[src/core/fcrx_pkg.sv]
// Purpose: Shared constants of the receive comma-lock control block.
// Assumes: One 50 MHz clock; one serial bit is presented per clock.
// Notes:   Register offsets are Wishbone byte addresses.
package fcrx_pkg;

	// ----------------------------------------------------------------
	// Word framing
	// ----------------------------------------------------------------
	localparam int             WORD_W           = 20;
	localparam int             BYTE_W           = 10;
	localparam int             CNT_W            = 5;
	localparam logic [6:0]     COMMA_HEAD       = 7'h7C;
	localparam logic [4:0]     COMMA_RESUME_CNT = 5'h07;
	localparam logic [4:0]     BYTE0_LAST_CNT   = 5'h09;
	localparam logic [4:0]     WORD_LAST_CNT    = 5'h13;

	// ----------------------------------------------------------------
	// Timing
	// ----------------------------------------------------------------
	localparam int             CLK_MHZ          = 50;
	localparam int             REF_CLK_KHZ      = 53125;
	localparam logic [2:0]     LOSS_REF_EDGES   = 3'h4;
	localparam int             POR_HOLD_US      = 10;
	localparam int             POR_HOLD_CYC     = POR_HOLD_US * CLK_MHZ;
	localparam int             LOCK_DWELL_US    = 500;
	localparam int             LOCK_DWELL_CYC   = LOCK_DWELL_US * CLK_MHZ;

	// ----------------------------------------------------------------
	// Register map
	// ----------------------------------------------------------------
	localparam logic [7:0]     ADR_CTRL         = 8'h00;
	localparam logic [7:0]     ADR_STATUS       = 8'h04;
	localparam logic [7:0]     ADR_IRQ_STAT     = 8'h08;
	localparam logic [7:0]     ADR_IRQ_MASK     = 8'h0C;
	localparam logic [7:0]     ADR_RX_WORD      = 8'h10;
	localparam int             CTRL_RX_EN_BIT   = 0;
	localparam logic           CTRL_RX_EN_RST   = 1'b1;
	localparam int             ST_ALIGNED       = 0;
	localparam int             ST_LOSS          = 1;
	localparam int             ST_PLL_REF       = 2;
	localparam int             ST_DWELL_DONE    = 3;
	localparam int             ST_POR_N         = 4;
	localparam int             ST_LOOPBACK      = 5;
	localparam int             ST_EQ_ON         = 6;
	localparam int             IRQ_W            = 4;
	localparam int             IRQ_COMMA        = 0;
	localparam int             IRQ_LOSS_SET     = 1;
	localparam int             IRQ_LOSS_CLR     = 2;
	localparam int             IRQ_WORD         = 3;
	localparam logic [3:0]     IRQ_MASK_RST     = 4'h0;

endpackage

[src/core/fcrx_deser_if.sv]
// Purpose: Carrier between the control top and the word assembler.
// Assumes: Both ends share clk_i.
// Notes:   ctrl drives the serial bit and permissions; core answers.
`timescale 1ns/1ps
interface fcrx_deser_if;
	logic        serial_bit;
	logic        run;
	logic        align_allowed;
	logic [19:0] word;
	logic        word_valid;
	logic        comma_hit;
	logic [4:0]  bit_count;
	logic [1:0]  byte_clks;

	modport core (
		input  serial_bit, run, align_allowed,
		output word, word_valid, comma_hit, bit_count, byte_clks
	);
	modport ctrl (
		output serial_bit, run, align_allowed,
		input  word, word_valid, comma_hit, bit_count, byte_clks
	);
endinterface

[src/core/fcrx_deser.sv]
// Purpose: Assemble serial bits into 20-bit words and align on commas.
// Assumes: One bit per clock while run is high.
// Notes:   Earliest bit of a word lands in bit 0.
`timescale 1ns/1ps
module fcrx_deser
	import fcrx_pkg::*;
(
	// Clock and reset
	input  wire logic   clk_i,
	input  wire logic   rst_i,
	// Carrier
	fcrx_deser_if.core  d
);

	logic [WORD_W-1:0] shreg;
	logic [WORD_W-1:0] next_shreg;
	logic              head_seen;

	assign next_shreg = {d.serial_bit, shreg[WORD_W-1:1]};
	assign head_seen  = (next_shreg[WORD_W-1:WORD_W-7] == COMMA_HEAD);

	// ----------------------------------------------------------------
	// Shift and count
	// ----------------------------------------------------------------
	// Count is forced to seven on a comma so its head opens byte 0.
	always_ff @(posedge clk_i) begin
		if (rst_i) begin
			shreg       <= '0;
			d.bit_count <= '0;
			d.comma_hit <= 1'b0;
		end else if (d.run) begin
			shreg       <= next_shreg;
			d.comma_hit <= head_seen && d.align_allowed;
			if (head_seen && d.align_allowed) begin
				d.bit_count <= COMMA_RESUME_CNT;
			end else if (d.bit_count == WORD_LAST_CNT) begin
				d.bit_count <= '0;
			end else begin
				d.bit_count <= d.bit_count + 5'h01;
			end
		end else begin
			d.comma_hit <= 1'b0;
		end
	end

	// ----------------------------------------------------------------
	// Word output and byte clocks
	// ----------------------------------------------------------------
	always_ff @(posedge clk_i) begin
		if (rst_i) begin
			d.word       <= '0;
			d.word_valid <= 1'b0;
		end else begin
			d.word_valid <= d.run && (d.bit_count == WORD_LAST_CNT) && !(head_seen && d.align_allowed);
			if (d.run && (d.bit_count == WORD_LAST_CNT)) begin
				d.word <= next_shreg;
			end
		end
	end

	assign d.byte_clks[0] = (d.bit_count <= BYTE0_LAST_CNT);
	assign d.byte_clks[1] = !d.byte_clks[0];
endmodule

[src/core/fcrx_top.sv]
// Purpose: Receive-side serial input select, comma lock, loss and reset control.
// Assumes: Serial inputs and the reference clock are sampled on clk_i.
// Notes:   Registers sit on a classic Wishbone slave with one interrupt line.
//
// Overview of operation
// - The 53.125 MHz reference clock is the recovery PLL target while lock-to-reference is asked.
// - A positive-disparity K28.5 comma raises comma-found, only while alignment is enabled.
// - With alignment enabled, a comma starting 0011111 restarts the byte clocks and registers.
// - With alignment disabled, commas disturb nothing and comma-found stays low.
// - While lock-to-reference is low, comma detection and alignment are off entirely.
// - Loopback select high takes the wrap port, low takes the cable input.
// - The cable equalizer is on while its active-low enable is low and loopback select is low.
// - Lock-to-reference low steers the PLL onto the reference clock instead of data.
// - Both loss outputs rise on low amplitude or no transition within 4 reference cycles.
// - The active-low power-on reset stays asserted until the supply has been good for POR_HOLD_CYCLES clocks.
// - Two 10-bit bytes are presented, byte 0 in bits 0 to 9 holding the earlier bits.
// - Two byte clocks 180 degrees apart are derived from the received data.
`timescale 1ns/1ps
module fcrx_top
	import fcrx_pkg::*;
#(
	parameter int LOCK_DWELL_CYCLES = LOCK_DWELL_CYC,
	parameter int POR_HOLD_CYCLES   = POR_HOLD_CYC
)(
	// Clock and reset
	input  wire logic        clk_i,
	input  wire logic        rst_i,
	// Serial inputs and pin controls
	input  wire logic        cable_serial_in_i,
	input  wire logic        wrap_serial_in_i,
	input  wire logic        loopback_select_i,
	input  wire logic        equalizer_on_n_i,
	input  wire logic        lock_to_reference_n_i,
	input  wire logic        comma_align_enable_i,
	input  wire logic        receive_reference_clock_i,
	input  wire logic        amplitude_low_i,
	input  wire logic        supply_good_i,
	// Receive outputs
	output logic [19:0]      rx_data_o,
	output logic [1:0]       recovered_byte_clocks_o,
	output logic             comma_found_out_o,
	output logic             signal_loss_a_o,
	output logic             signal_loss_b_o,
	output logic             power_on_reset_n_o,
	output logic             pll_ref_select_o,
	output logic             equalizer_active_o,
	// Wishbone slave
	input  wire logic        wb_cyc_i,
	input  wire logic        wb_stb_i,
	input  wire logic        wb_we_i,
	input  wire logic [7:0]  wb_adr_i,
	input  wire logic [3:0]  wb_sel_i,
	input  wire logic [31:0] wb_dat_i,
	output logic [31:0]      wb_dat_o,
	output logic             wb_ack_o,
	// Interrupt
	output logic             irq_o
);

	fcrx_deser_if dif ();

	logic             rx_enable;
	logic [IRQ_W-1:0] irq_stat;
	logic [IRQ_W-1:0] irq_mask;
	logic             sel_bit;
	logic             prev_bit;
	logic             ref_prev;
	logic [2:0]       quiet_edges;
	logic             aligned;
	logic [15:0]      dwell_cnt;
	logic             dwell_done;
	logic [15:0]      por_cnt;
	logic             loss_now;
	logic             loss_prev;
	logic             wb_req;
	logic             wb_wr;

	// ----------------------------------------------------------------
	// Input select and analog steering
	// ----------------------------------------------------------------
	always_ff @(posedge clk_i) begin
		if (rst_i) begin
			sel_bit            <= 1'b0;
			prev_bit           <= 1'b0;
			pll_ref_select_o   <= 1'b0;
			equalizer_active_o <= 1'b0;
		end else begin
			sel_bit            <= loopback_select_i ? wrap_serial_in_i : cable_serial_in_i;
			prev_bit           <= sel_bit;
			pll_ref_select_o   <= !lock_to_reference_n_i;
			equalizer_active_o <= !equalizer_on_n_i && !loopback_select_i;
		end
	end

	assign dif.serial_bit    = sel_bit;
	assign dif.run           = rx_enable;
	assign dif.align_allowed = comma_align_enable_i && lock_to_reference_n_i;

	fcrx_deser u_deser (
		.clk_i (clk_i),
		.rst_i (rst_i),
		.d     (dif)
	);

	// ----------------------------------------------------------------
	// Parallel outputs
	// ----------------------------------------------------------------
	always_ff @(posedge clk_i) begin
		if (rst_i) begin
			rx_data_o               <= '0;
			recovered_byte_clocks_o <= 2'h1;
			comma_found_out_o       <= 1'b0;
		end else begin
			if (dif.word_valid) begin
				rx_data_o <= dif.word;
			end
			recovered_byte_clocks_o <= dif.byte_clks;
			comma_found_out_o       <= dif.comma_hit && dif.align_allowed;
		end
	end

	// ----------------------------------------------------------------
	// Loss of signal
	// ----------------------------------------------------------------
	// The reference pin is sampled, so it must stay well below half clk_i.
	always_ff @(posedge clk_i) begin
		if (rst_i) begin
			ref_prev    <= 1'b0;
			quiet_edges <= '0;
		end else begin
			ref_prev <= receive_reference_clock_i;
			if (sel_bit != prev_bit) begin
				quiet_edges <= '0;
			end else if (receive_reference_clock_i && !ref_prev
			             && quiet_edges != LOSS_REF_EDGES) begin
				quiet_edges <= quiet_edges + 3'h1;
			end
		end
	end

	assign loss_now = amplitude_low_i || (quiet_edges == LOSS_REF_EDGES);

	always_ff @(posedge clk_i) begin
		if (rst_i) begin
			signal_loss_a_o <= 1'b0;
			signal_loss_b_o <= 1'b0;
			loss_prev       <= 1'b0;
		end else begin
			signal_loss_a_o <= loss_now;
			signal_loss_b_o <= loss_now;
			loss_prev       <= signal_loss_a_o;
		end
	end

	always_ff @(posedge clk_i) begin
		if (rst_i) begin
			aligned <= 1'b0;
		end else if (dif.comma_hit) begin
			aligned <= 1'b1;
		end else if (signal_loss_a_o || !lock_to_reference_n_i) begin
			aligned <= 1'b0;
		end
	end

	// ----------------------------------------------------------------
	// Reference dwell and power-on reset
	// ----------------------------------------------------------------
	// Dwell is reported only; holding the pin long enough is the host's task.
	always_ff @(posedge clk_i) begin
		if (rst_i || lock_to_reference_n_i) begin
			dwell_cnt  <= '0;
			dwell_done <= 1'b0;
		end else if (dwell_cnt == 16'(LOCK_DWELL_CYCLES - 1)) begin
			dwell_done <= 1'b1;
		end else begin
			dwell_cnt <= dwell_cnt + 16'h0001;
		end
	end

	always_ff @(posedge clk_i) begin
		if (rst_i || !supply_good_i) begin
			por_cnt            <= '0;
			power_on_reset_n_o <= 1'b0;
		end else if (por_cnt == 16'(POR_HOLD_CYCLES - 1)) begin
			power_on_reset_n_o <= 1'b1;
		end else begin
			por_cnt <= por_cnt + 16'h0001;
		end
	end

	// ----------------------------------------------------------------
	// Wishbone slave
	// ----------------------------------------------------------------
	// Ack comes one cycle after the request; writes land on the ack edge.
	assign wb_req = wb_cyc_i && wb_stb_i;
	assign wb_wr  = wb_req && wb_we_i && wb_ack_o && wb_sel_i[0];

	function automatic logic [31:0] read_mux(input logic [7:0] adr);
		logic [31:0] v;
		v = '0;
		unique case (adr)
			ADR_CTRL: begin
				v[CTRL_RX_EN_BIT] = rx_enable;
			end
			ADR_STATUS: begin
				v[ST_ALIGNED]    = aligned;
				v[ST_LOSS]       = signal_loss_a_o;
				v[ST_PLL_REF]    = pll_ref_select_o;
				v[ST_DWELL_DONE] = dwell_done;
				v[ST_POR_N]      = power_on_reset_n_o;
				v[ST_LOOPBACK]   = loopback_select_i;
				v[ST_EQ_ON]      = equalizer_active_o;
			end
			ADR_IRQ_STAT: begin
				v[IRQ_W-1:0] = irq_stat;
			end
			ADR_IRQ_MASK: begin
				v[IRQ_W-1:0] = irq_mask;
			end
			ADR_RX_WORD: begin
				v[WORD_W-1:0] = rx_data_o;
			end
			default: begin
				v = '0;
			end
		endcase
		return v;
	endfunction

	always_ff @(posedge clk_i) begin
		if (rst_i) begin
			wb_ack_o <= 1'b0;
			wb_dat_o <= '0;
		end else begin
			wb_ack_o <= wb_req && !wb_ack_o;
			wb_dat_o <= read_mux(wb_adr_i);
		end
	end

	always_ff @(posedge clk_i) begin
		if (rst_i) begin
			rx_enable <= CTRL_RX_EN_RST;
			irq_mask  <= IRQ_MASK_RST;
		end else if (wb_wr) begin
			if (wb_adr_i == ADR_CTRL) begin
				rx_enable <= wb_dat_i[CTRL_RX_EN_BIT];
			end
			if (wb_adr_i == ADR_IRQ_MASK) begin
				irq_mask <= wb_dat_i[IRQ_W-1:0];
			end
		end
	end

	// ----------------------------------------------------------------
	// Interrupt status
	// ----------------------------------------------------------------
	// A new event in the clearing cycle survives: set beats clear.
	always_ff @(posedge clk_i) begin
		if (rst_i) begin
			irq_stat <= '0;
		end else begin
			for (int i = 0; i < IRQ_W; i++) begin
				logic ev;
				ev = 1'b0;
				unique case (i)
					IRQ_COMMA:    ev = comma_found_out_o;
					IRQ_LOSS_SET: ev = signal_loss_a_o && !loss_prev;
					IRQ_LOSS_CLR: ev = !signal_loss_a_o && loss_prev;
					IRQ_WORD:     ev = dif.word_valid;
					default:      ev = 1'b0;
				endcase
				if (ev) begin
					irq_stat[i] <= 1'b1;
				end else if (wb_wr && wb_adr_i == ADR_IRQ_STAT && wb_dat_i[i]) begin
					irq_stat[i] <= 1'b0;
				end
			end
		end
	end

	assign irq_o = |(irq_stat & irq_mask);
endmodule

[config.mk]
export PLATFORM = sky130hd
export DESIGN_NAME = fcrx_top
export DESIGN_NICKNAME = d
export VERILOG_FILES = /design/src/core/fcrx_pkg.sv /design/src/core/fcrx_deser_if.sv /design/src/core/fcrx_deser.sv /design/src/core/fcrx_top.sv
export SDC_FILE = /design/constraint.sdc
export NUM_CORES = 1
export LEC_CHECK = 0
export ABC_AREA = 0
export BUFFER_PORTS_ARGS = -buffer_cell sky130_fd_sc_hd__buf_2
export CAP_MARGIN = 25
export CORE_UTILIZATION = 40
export CTS_BUF_LIST = sky130_fd_sc_hd__clkbuf_16
export CTS_CLUSTER_DIAMETER = 80
export CTS_CLUSTER_SIZE = 8
export DETAILED_ROUTE_END_ITERATION = 16
export PLACE_DENSITY = 0.64
export RECOVER_POWER = 50
export SETUP_SLACK_MARGIN = 0.5
export SKIP_CTS_REPAIR_TIMING = 1
export SYNTH_ARGS = -nofsm -noshare
export SYNTH_HDL_FRONTEND = slang
export SYNTH_HIERARCHICAL = 1
export SYNTH_SLANG_ARGS = --single-unit
[constraint.sdc]
create_clock -name clk_i -period 6 [get_ports clk_i]
set_input_delay 1.2 -clock clk_i [delete_from_list [all_inputs] [get_ports clk_i]]
set_output_delay 1.2 -clock clk_i [all_outputs]
set_load 0.1 [all_outputs]
# ---- Word-level counts from Yosys, hierarchy flattened
# Index checks and enable logic that the tools add are counted.
dict set report word_totals {
  input_bits 58
  output_inout_bits 62
  ff_bits 157
}
dict set report classes {
  n_mux 20
  reduce_logical 46
  bitwise_logic 3
  n_lt_le_gt_ge 1
  add_sub_neg 4
  n_eq_ne 11
}
# cell count
set op_table {}
lappend op_table {{$add 16x1->16 const B} 2}
lappend op_table {{$logic_and 1x1->1} 20}
lappend op_table {{$eq 16x15->1 const B} 1}
lappend op_table {{$eq 16x9->1 const B} 1}
lappend op_table {{$eq 8x4->1 const B} 2}
lappend op_table {{$mux 1} 15}
lappend op_table {{$pmux 3 s4} 1}
lappend op_table {{$logic_not 1->1} 10}
lappend op_table {{$mux 5} 2}
lappend op_table {{$reduce_bool 2->1} 5}
lappend op_table {{$eq 8x3->1 const B} 1}
lappend op_table {{$eq 8x5->1 const B} 1}
lappend op_table {{$logic_not 8->1} 1}
lappend op_table {{$eq 7x7->1 const B} 1}
lappend op_table {{$pmux 3 s2} 1}
lappend op_table {{$reduce_or 2->1} 3}
lappend op_table {{$add 5x1->5 const B} 1}
lappend op_table {{$eq 5x5->1 const B} 1}
lappend op_table {{$le 5x4->1 const B} 1}
lappend op_table {{$pmux 1 s5} 1}
lappend op_table {{$and 4x4->4} 1}
lappend op_table {{$logic_or 1x1->1} 4}
lappend op_table {{$reduce_and 2->1} 2}
lappend op_table {{$reduce_or 4->1} 1}
lappend op_table {{other kinds (5)} 6}

# ---- Depth between registers and ports, before layout
# Gate-level depths: netlist (run 1).
dict set report depth {
  word_depth 8
  depth_mapped 6
  mapped_depth_nobuf 6
}

# ---- Cells and area by module
# Netlist (run 1), hierarchy kept.
# mod instances area_each_um2 cells_each
set modules_own_cells {}
lappend modules_own_cells {fcrx_top 1 3988.8 418}
lappend modules_own_cells {fcrx_deser 1 1846.8 198}

# ---- Worst setup path after synthesis (run 1)
# OpenSTA, ideal clock, no wires.
dict set report synth_timing {
  path_type {input to register}
  startpoint {input port wb_adr_i[1]}
  endpoint {register irq_stat[1]}
  required_ns 5.866
  path_slack_ns 3.229
  arrival_time_ns 2.637
  path_stages 5
  path_cell_list {or4_4 -> or3_1 -> buf_2 -> o41ai_1 -> a21oi_1}
}
dict set report synth_between {
  elab_chain_len 4
}
# element line
set synth_lines {}
lappend synth_lines {{start, declared} fcrx_top.sv:51} ;# input wire logic [7:0] wb_adr_i,
lappend synth_lines {{$eq 8x4->1} fcrx_top.sv:274} ;# end else if (wb_wr && wb_adr_i == ADR_IRQ_STAT && wb_dat_i[i]) begin
lappend synth_lines {{$logic_and 1x1->1 (2 in a row)} fcrx_top.sv:274}
lappend synth_lines {{$reduce_bool 2->1 (no source line)} n/a}
lappend synth_lines {{end signal, assigned} fcrx_top.sv:260} ;# irq_stat <= '0;
lappend synth_lines {{end signal, assigned by index} fcrx_top.sv:273} ;# irq_stat[i] <= 1'b1;
lappend synth_lines {{end signal, assigned by index} fcrx_top.sv:275} ;# irq_stat[i] <= 1'b0;
lappend synth_lines {{end, declared} fcrx_top.sv:63} ;# logic [IRQ_W-1:0] irq_stat;
# Every way passes these cells.
# A chain may end at the register's enable or synchronous reset.

# ---- Final worst setup path (run 1)
dict set report layout_timing {
  startpoint {input port wb_adr_i[1]}
  endpoint {register wb_dat_o[18]}
}
dict set report layout_between {
  elab_chain_len 3
}
# element line
set layout_lines {}
lappend layout_lines {{$eq 8x5->1} fcrx_top.sv:201} ;# unique case (adr)
lappend layout_lines {{$not 1->1 (no source line)} n/a}
lappend layout_lines {{$reduce_or 2->1 (no source line)} n/a}
lappend layout_lines {{end signal, assigned} fcrx_top.sv:236} ;# wb_dat_o <= read_mux(wb_adr_i);
lappend layout_lines {{end, declared} fcrx_top.sv:54} ;# output logic [31:0] wb_dat_o,
# Every way passes these cells.

==> results of run 1 <==
power groups by stage:
stage	Sequential, uW	Clock [uW]	Combinational [uW]
finish	974	979	103
global route	974	1050	110
global placement	994	0	101
detailed placement	994	0	103
CTS	973	1000	103
floorplan	1000	0	79.9
sequential cells by signal, indices dropped and copies added (netlist names), 5 cells and up:
signal	flops
rx_data_o	20
u_deser/d.word	20
u_deser/d.bit_count	5
dwell_cnt	16
por_cnt	16
u_deser/shreg	19
wb_dat_o	20
final timing paths:
path             endpoint  slack (ns)
max reg2reg  dwell_cnt[1]        4.09
min reg2reg       aligned        0.47
min               aligned        0.47
max          wb_dat_o[18]        3.34
logic make-up (layout without fill, tap and decap cells):
group / count (synthesis) / after routing / synth area share, %
other: 1 / 12 / 0.0643
adders and majority gates: 6 / 6 / 1.29
xor gates and xnor gates: 27 / 27 / 4.05
DFF: 144 / 144 / 49.4
AOI/OAI and AO/OA: 89 / 89 / 9.13
muxes: 52 / 52 / 8.96
buffers and inverters: 63 / 126 / 5.57
and+or+nand+nor: 234 / 234 / 21.5
worst max-delay path, cell delays in order:
cell     delay, ns
buf_2         0.09
or4_4         0.57
or3_4         0.39
nor3b_4       0.54
and2_1        0.22
routing by layer:
layer	part of all wire [%]	vias up
met2	48	92
met3	4.3	8
met4	0.90	0
li1	-	2242
met5	0	-
met1	47	2060
synthesized netlist by cell type, types with 2 or more instances:
library cell	number
or4_1	2
inv_1	15
buf_1	4
or2_1	2
o21ai_1	8
nand2b_1	6
nor2b_1	7
o32a_1	2
a21oi_1	33
mux2i_1	50
buf_2	2
xor2_1	10
dfxtp_1	144
ha_1	6
a311oi_1	5
nor3_1	11
buf_6	2
and2_1	14
nor4_1	7
o21ai_0	23
a22o_1	3
clkbuf_1	20
nor2_1	89
nand3_1	35
nand2_1	21
nand4b_1	4
a22oi_1	5
and4_1	2
nand4_1	8
buf_4	18
nand3b_1	2
or3_1	9
xnor2_1	17
nor4_2	3
metrics by stage:
| step | worst slack, ns | cell area [sq um] |
|---|---|---|
| final | 3.34 | 6790 |
| after global routing | 3.29 | 6790 |
| after CTS | 3.34 | 6790 |
| after detailed placement | 2.90 | 6240 |
| after global placement | 2.95 | 6240 |
| after floorplan | 3.23 | 5880 |
layout make-up:
cell class                 instances  area (sq um)  share of cell area [%]
inverter                          16          60.1                   0.884
tap                              180           225                    3.32
multi-input combinational        420          2670                    39.3
clock inverter                    14           126                    1.86
sequential                       144          2880                    42.5
clock buffer                      17           425                    6.26
timing repair buffer              79           400                    5.90
==> metrics.md, run 1 <==
| Metric | Value |
|---|---|
| Core footprint | `approximately 14000 sq um` |
| IO buf count | `76` |
| Clock skew | `around 0.006 ns` |
| Site Rows | `43` |
| Final weighted congestion of routability-driven global placement | `slightly below 0.9` |
| Wire length per cell after detailed routing | `roughly 13 microns` |
| Final nets | `~740` |
| Launching point of the worst reg2reg path | `dwell_cnt[0]` |
| Static leakage power | `roughly 0.0027 uW` |
| Worst hold path stage count | `2` |
| Final Max Tran Viols | `0` |
| Internal power consumption | `approximately 1600 uW` |
| Number of antenna repair diodes | `0` |
| Number of placed instances, taps included | `839` |
| Cell area after synthesis | `5840 sq um` |
| Iteration count of the initial detailed-routing pass | `4` |
| Category of the worst setup path capture point | `flop` |
| Most common library cell in the layout ignoring fill and taps | `dfxtp_1` |
| Number of synthesized flops with an enable pin | `0` |
| Slew at the pin with the worst max-slew slack | `0.922 ns` |
| Top cells by area, synth | `dfxtp_1 (49%), mux2i_1 (8.6%), nor2_1 (5.7%)` |
| Number of sinks on the clock net | `between 100 and 150` |
| Layout overhead on the synthesized area | `16.4%` |
| Final period util | `between 40% and 50%` |
| Clock edge transition at the registers on the reported setup and hold paths | `roughly 0.060 ns` |
| Library cell occupying the most area in the post-synthesis netlist | `dfxtp_1` |
| Combinational share of power | `5.0%` |
| Global-route wire length before repair | `18.7 mm` |
| Antenna violations before repair | `0` |
| Clock period minus final worst setup slack | `2.66 ns` |
| Most used flip-flop cell after synthesis | `dfxtp_1` |
| Skew-Pair Late Insertion Delay | `about 0.41 ns` |
| Drt via density | `about 5` |
| Proportion of synthesized flip-flops having asynchronous set or reset | `0%` |
| Critical path fanouts, max | `16` |
| Number of max-cap violations | `0` |
| Count of vias placed by the detailed router | `approximately 4400` |
| Pin count of the biggest net entering global routing | `90` |
| Gate Count Post-Synth | `between 600 and 700` |
| Netlist cell types | `a little over 60` |
| Critical setup path kind | `primary input to flop` |
| H-Tree Level Count | `4` |
| Worst Min Path Start | `u_deser/d.comma_hit` |
| Met1 Use GR | `roughly a fifth` |
| Critical path data required time | `about 6.4 ns` |
| Number of cells on the worst reg-to-reg path | `5` |
| Layer carrying the most global-route usage | `met2` |
| Number of failing hold endpoints at the final stage | `0` |
| Clock tree from TritonCTS | `yes` |
| Die extent in y | `around 120 microns` |
| Total of warnings raised by yosys | `6` |
| Data arrival time of the critical path | `3.02 ns` |
| Grt total ovfl | `0` |
| Final Total Pwr | `about 2000 uW` |
| Filler Cell Count | `between 1000 and 1500` |
| Maximum buffer depth of the clock tree | `2` |
| Sequential element share of the synthesized area | `between 40% and 50%` |
| Number of remaining DRC errors | `0` |
| Top achievable clock speed | `around 380 MHz` |
| Sequential Power Share | `a little under half` |
| Half-perimeter wire length after placement | `between 7 and 8 mm` |
| GR Util All Layers | `roughly 16%` |
| Critical Path Source | `wb_adr_i[1]` |
| Clk pwr share | `between 40% and 50%` |
| Critical path startpoint category | `primary input` |
| Starting density of the core | `between 40% and 50%` |
| Antenna-violating nets left | `0` |
| GR met3 Demand/Resource | `around 4.6%` |
| Net switching power of the design | `468 uW` |
| Die ar. | `about 15000 sq um` |
| Worst vdd ir | `0.211 mV` |
| Worst hold path class | `flop to flop` |
| Fraction of the core area covered by cells at the end of the flow | `between 40% and 50%` |
| Commonest cells after routing, fill and taps aside | `dfxtp_1 (143), nor2_1 (89), buf_2 (74), mux2i_1 (50), nand3_1 (35)` |
| Power density of the placed cells | `between 300 and 400 nW/um^2` |
| Via count of the first global-routing pass | `between 3000 and 4000` |
| Number of register bits inferred by synthesis | `approximately 140` |
| DRT iter0 DRCs | `approximately 280` |
| Root cell of the clock tree | `clkbuf_16` |
| Layout cells sized above 1 | `around 17%` |
| Synth Area per Inst | `between 9 and 10 sq um` |
| Share of Yosys cell area claimed by the top area cell type | `between 40% and 50%` |
| Sw Share | `22.8%` |
| Max-slew headroom | `38.5%` |
| Top-level I/O count | `120` |
| Count of final setup violators | `0` |
| Post-Route Setup TNS | `0 ns` |
| Non-filler cells, final | `870` |
| Total clock buffers created by CTS | `17` |
| Run status | `finished clean` |
| Setup repair after global routing missed its margin | `no` |
| Met2 Usage GRT | `roughly a quarter` |
| Die Width | `123 microns` |
| Post-detailed-routing wire length | `~12 mm` |
| Worst hold slack across all endpoints | `between 0.4 and 0.5 ns` |
(Power assumes the default switching activity.)
==> run 2: changes to the inputs <==
- ABC_AREA: 0 -> 1
- PLACE_DENSITY: 0.64 -> 0.66
- clock period: 6 -> 2.3 ns (I/O delays scaled with it)
==> run 2 against run 1 <==
Against the previous run:
- total power rose to 2.6 times the previous value
- core utilization rose by 0.15 points
- largest power group unchanged
- clock skew rose by 0.0038 ns
- global-route usage rose by 0.70 points
- non-clock buffer count rose by 12
==> metrics.md, run 2 <==
| Metric | Value |
|---|---|
| Half-perimeter wire length after placement | `about 9 mm` |
| Data arrival time of the critical path | `2.11 ns` |
| Most used flip-flop cell after synthesis | `dfxtp_1` |
| Sequential element share of the synthesized area | `about half` |
| Slowest stage cell, crit path | `nor2_1` |
| Largest registers | `rx_data_o: 20 flops, u_deser/d.word: 20 flops, wb_dat_o: 20 flops` |
| Final Total Pwr | `between 5000 and 6000 uW` |
| Library cell occupying the most area in the post-synthesis netlist | `dfxtp_1` |
| Top achievable clock speed | `between 500 and 600 MHz` |
| Pin count of the biggest net entering global routing | `38` |
| Total clock buffers created by CTS | `17` |
| Global-route wire length before repair | `21.0 mm` |
| Clock edge transition at the registers on the reported setup and hold paths | `approximately 0.060 ns` |
| Iteration count of the initial detailed-routing pass | `4` |
| Die Width | `approximately 120 microns` |
| Max incr delay on CP | `between 0.6 and 0.7 ns` |
| Skew-Pair Late Insertion Delay | `0.42 ns` |
| Final Max Tran Viols | `0` |
| Category of the worst setup path capture point | `flop` |
| DRT iter0 DRCs | `about 390` |
| Critical setup path kind | `primary input to flop` |
| Count of vias placed by the detailed router | `5049` |
| Power density of the placed cells | `~770 nW/um^2` |
| Core footprint | `between 10000 and 15000 sq um` |
| Number of register bits inferred by synthesis | `about 140` |
| Maximum buffer depth of the clock tree | `2` |
| Number of antenna repair diodes | `0` |
| Netlist cell types | `38` |
| Synth Area per Inst | `between 7 and 8 sq um` |
| Layout cells sized above 1 | `between 15 and 20%` |
| Minimum setup slack after placement | `0.532 ns` |
| Commonest cells after routing, fill and taps aside | `dfxtp_1 (143), nand2_1 (124), inv_1 (106), nor2_1 (98), buf_2 (74)` |
| Max-slew headroom | `a little under half` |
| Post-Route Setup TNS | `0 ns` |
| Critical path data required time | `2.63 ns` |
| Final nets | `between 900 and 1000` |
| Clock skew | `around 0.01 ns` |
| Filler Cell Count | `1423` |
| Most common library cell in the layout ignoring fill and taps | `dfxtp_1` |
| Grt total ovfl | `0` |
| Final setup margin | `0.526 ns` |
| Fraction of the core area covered by cells at the end of the flow | `between 40 and 50%` |
| Final period util | `approximately 77%` |
| Critical path fanouts, max | `14` |
| Most instantiated library cell after synthesis | `dfxtp_1` |
| Cells along the critical path | `clkbuf_1 > nor2_1 > clkinv_1 > a21oi_1` |
| Number of synthesized flops with an enable pin | `0` |
| Clock tree from TritonCTS | `yes` |
| Share of Yosys cell area claimed by the top area cell type | `between 40 and 50%` |
| Setup repair after global routing missed its margin | `yes` |
| Top cells by area, synth | `dfxtp_1 (48%), nand2_1 (7.7%), inv_1 (6.5%)` |
| Final weighted congestion of routability-driven global placement | `about 0.85` |
| Starting density of the core | `between 40% and 50%` |
| Static leakage power | `0.00287 uW` |
| Post-detailed-routing wire length | `about 13 mm` |
| Total of warnings raised by yosys | `6` |
| Number of remaining DRC errors | `0` |
| Die ar. | `about 15000 sq um` |
| Critical path startpoint category | `primary input` |
| Slew at the pin with the worst max-slew slack | `a little under 0.8 ns` |
| Cell area after synthesis | `5980 sq um` |
| Via count of the first global-routing pass | `roughly 4500` |
| Setup slack on the worst flop-to-flop path | `between 0.6 and 0.7 ns` |
| Site Rows | `between 40 and 50` |
| Run status | `finished clean` |
| Wire length per cell after detailed routing | `about 12 microns` |
| Drt via density | `4.75` |
| Gate Count Post-Synth | `slightly below 800` |
| Top-level I/O count | `120` |
| Layout overhead on the synthesized area | `17.9%` |
| Antenna violations before repair | `0` |
| Root cell of the clock tree | `clkbuf_16` |
| Number of sinks on the clock net | `144` |
| Proportion of synthesized flip-flops having asynchronous set or reset | `0%` |
| Antenna-violating nets left | `0` |
| Number of max-cap violations | `0` |
| Worst vdd ir | `around 0.46 mV` |
| Clock period minus final worst setup slack | `1.77 ns` |
| GR Util All Layers | `16.6%` |
| Die extent in y | `between 100 and 150 microns` |
| H-Tree Level Count | `4` |
| IO buf count | `76` |
| Count of final setup violators | `0` |
| Worst hold path class | `primary input to flop` |
| Number of failing hold endpoints at the final stage | `0` |
| Top cells by instance count after synthesis | `dfxtp_1 (144), nand2_1 (123), inv_1 (103)` |
[run 2: cell count changes after synthesis, moves of 14 or more]
cell / before / now
a21oi_1: 33 / 69
nand2_1: 21 / 123
mux2i_1: 50 / 0
inv_1: 15 / 103
and2_1: 14 / 0
nand3_1: 35 / 54
o21ai_0: 23 / 67
xnor2_1: 17 / 2
[run 2: critical path: cells and delay by family]
kind / cells / cell delay (ns)
AOI/OAI and AO/OA: 1 / 0.23
buffers and inverters: 2 / 0.78
and+or+nand+nor: 1 / 0.63
[run 2: kinds of logic after synthesis]
kind of cell    after synthesis  share of synthesized area (%)
flops                       144                           48.2
simple gates                320                           24.2
compound gates              162                           15.1
xor+xnor                      4                          0.586
fa+ha+maj                     6                           1.26
buf+inv                     145                           10.6
other cells                   1                         0.0627
[run 2: area by class of cell]
class | instances | area, sq um | share of cell area [%]
flip-flops and latches | 144 | 2880 | 40.9
well taps | 184 | 230 | 3.27
clock buffers | 17 | 425 | 6.03
repair buffers | 91 | 478 | 6.78
clock inverters | 15 | 136 | 1.93
inverters | 109 | 409 | 5.80
multi-input cells | 504 | 2490 | 35.3
[run 2: per-stage QoR]
stage	instances	hold WS [ns]	cell area, sq um
after floorplan	793	0.419	6020
after global placement	1026	0.430	6470
after detailed placement	1026	0.435	6470
after CTS	1058	0.171	7040
after global routing	1064	0.187	7050
final	1064	0.192	7050
[run 2: final timing paths]
check,startpoint,end,cells past startpoint
worst max-delay path,rst_i,dwell_cnt[0],4
worst min-delay path,equalizer_on_n_i,equalizer_active_o,2
worst max register to register,dif.run,u_deser/d.bit_count[4],5
worst min register to register,u_deser/d.word[10],u_deser/d.word[10],2
[run 2: power by group]
group	total [uW]	switching, uW	internal (uW)
clock	2600	1100	1500
sequential	2540	23.6	2520
combinational	284	224	60.3
total	5420	1350	4080
[run 2: metal layers]
layer / part of all wire, % / global-route usage [%] / routed length, microns / vias to the layer above
li1: - / - / - / 2669
met1: 48 / 20.9 / 6160 / 2275
met2: 47 / 27.2 / 6030 / 97
met3: 3.3 / 4.42 / 423 / 8
met4: 0.85 / 6.31 / 108 / 0
met5: 0 / 0 / 0 / -
==> run 3: changes to the inputs <==
- clock period: 2.3 -> 1.6 ns (I/O delays scaled with it)
==> run 3 against run 2 <==
Against the previous run:
- total power rose by 40%
- wire length up 26%
- critical path depth decreased by 1
==> metrics.md, run 3 (synthesis results as in run 2) <==
| Metric | Value |
|---|---|
| Run status | `finished clean` |
| Skew-Pair Late Insertion Delay | `between 0.4 and 0.5 ns` |
| Count of final setup violators | `0` |
| Top achievable clock speed | `~670 MHz` |
| Cells along the critical path | `nand2_1 > nand4_1 > buf_12` |
| Multi-input gate area in the final layout | `between 3000 and 4000 sq um` |
| Setup repair after global routing missed its margin | `yes` |
| Static leakage power | `between 0.003 and 0.004 uW` |
| Final design area excluding fillers | `about 9100 sq um` |
| IO buf count | `between 70 and 80` |
| Most common library cell in the layout ignoring fill and taps | `nand2_1` |
| Via count of the first global-routing pass | `4631` |
| Critical setup path kind | `flop to primary output` |
| Clock tree from TritonCTS | `yes` |
| Final weighted congestion of routability-driven global placement | `~0.8` |
| Top-level I/O count | `120` |
| Commonest cells after routing, fill and taps aside | `nand2_1 (100), inv_1 (89), nor2_1 (81), dfxtp_2 (64), a21oi_1 (63)` |
| Category of the worst setup path capture point | `primary output` |
| Die Width | `between 100 and 150 microns` |
| Drt via density | `5.00` |
| Clock skew | `approximately 0.0091 ns` |
| Site Rows | `between 40 and 50` |
| Pin count of the biggest net entering global routing | `33` |
| Wire length per cell after detailed routing | `between 10 and 15 microns` |
| Number of max-cap violations | `0` |
| Post-detailed-routing wire length | `16.0 mm` |
| Filler Cell Count | `~1100` |
| Data arrival time of the critical path | `~1.2 ns` |
| Core footprint | `14500 sq um` |
| Final nets | `990` |
| Count of vias placed by the detailed router | `approximately 5600` |
| Layout overhead on the synthesized area | `52.3%` |
| Number of antenna repair diodes | `0` |
| GR Util All Layers | `17.2%` |
| Critical path startpoint category | `flop` |
| Half-perimeter wire length after placement | `between 9 and 10 mm` |
| Worst vdd ir | `between 0.7 and 0.8 mV` |
| Final Max Tran Viols | `0` |
| Number of sinks on the clock net | `roughly 140` |
| Clock edge transition at the registers on the reported setup and hold paths | `roughly 0.060 ns` |
| Number of failing hold endpoints at the final stage | `0` |
| Max-slew headroom | `around 57%` |
| Post-place instance area | `slightly below 7000 sq um` |
| Final period util | `a little over nine tenths` |
| Grt total ovfl | `0` |
| Post-Route Setup TNS | `0 ns` |
| H-Tree Level Count | `4` |
| Final Total Pwr | `around 7600 uW` |
| Die ar. | `approximately 15000 sq um` |
| Power density of the placed cells | `roughly 830 nW/um^2` |
| Worst hold path class | `primary input to flop` |
| Critical path data required time | `1.28 ns` |
| Total clock buffers created by CTS | `17` |
| Seq. cell area | `about 3000 sq um` |
| Layout cells sized above 1 | `between 40% and 50%` |
| Antenna-violating nets left | `0` |
| Number of remaining DRC errors | `0` |
| Slew at the pin with the worst max-slew slack | `roughly 0.64 ns` |
| Iteration count of the initial detailed-routing pass | `5` |
| Die extent in y | `around 120 microns` |
| Maximum buffer depth of the clock tree | `2` |
| Global-route wire length before repair | `around 22 mm` |
| Antenna violations before repair | `0` |
| Max incr delay on CP | `about 0.33 ns` |
| Critical path fanouts, max | `3` |
| Slowest stage cell, crit path | `dfxtp_2` |
| DRT iter0 DRCs | `402` |
| Largest registers | `rx_data_o: 20 flops, u_deser/d.word: 20 flops, wb_dat_o: 20 flops` |
| Starting density of the core | `between 40 and 50%` |
| Root cell of the clock tree | `clkbuf_16` |
| Clock period minus final worst setup slack | `between 1.5 and 2 ns` |
## run 3: cell count changes in the layout (fill, tap and decap cells not counted), sizes merged
cell / delta
clkbuf: +7
clkinv: +3
bufinv: -1
inv: -2
nand4: +1
buf: +49
nand3: +2
## run 3: report_power, final
group	internal (uW)	switching, uW
sequential	3590	45.8
combinational	158	376
clock	1930	1480
## run 3: final cells by class
class | instances | share of cell area (%)
clock buffers | 17 | 4.67
clock inverters | 15 | 0.893
inverters | 109 | 4.74
multi-input cells | 507 | 34.1
flip-flops and latches | 144 | 33.5
well taps | 184 | 2.53
repair buffers | 147 | 19.6
## run 3: final timing paths
path | start | to | slack, ns | cells past startpoint
min | equalizer_on_n_i | equalizer_active_o | 0.05 | 2
max | irq_mask[3] | irq_o | 0.1 | 3
max reg2reg | dif.run | u_deser/d.bit_count[4] | 0.13 | 6
min reg2reg | u_deser/d.comma_hit | comma_found_out_o | 0.44 | 2
## run 3: per-layer routing
| layer | vias to the layer above | wire length (microns) | track usage [%] |
|---|---|---|---|
| li1 | 2798 | - | - |
| met1 | 2662 | 6730 | 22.0 |
| met2 | 128 | 8380 | 27.8 |
| met3 | 22 | 592 | 4.90 |
| met4 | 0 | 255 | 5.95 |
| met5 | - | 0 | 0 |
## run 3: critical path, delay by kind of cell, from the launching register on
kind                   cells  cell delay [ns]
buffers and inverters      1             0.22
DFF                        1             0.33
and+or+nand+nor            2             0.23
## run 3: through the flow
| step | utilization, % | cells | setup WS (ns) | hold slack [ns] |
|---|---|---|---|---|
| 2_1_floorplan | - | 793 | 0.0199 | 0.384 |
| 3_3_place_gp | 47.0 | 1037 | 0.178 | 0.420 |
| 3_5_place_dp | 47.0 | 1037 | 0.121 | 0.425 |
| 4_1_cts | 50.5 | 1069 | 0.0464 | 0.0338 |
| 5_1_grt | 62.7 | 1123 | 0.0490 | 0.0471 |
| 6_report | 62.7 | 1123 | 0.0986 | 0.0546 |
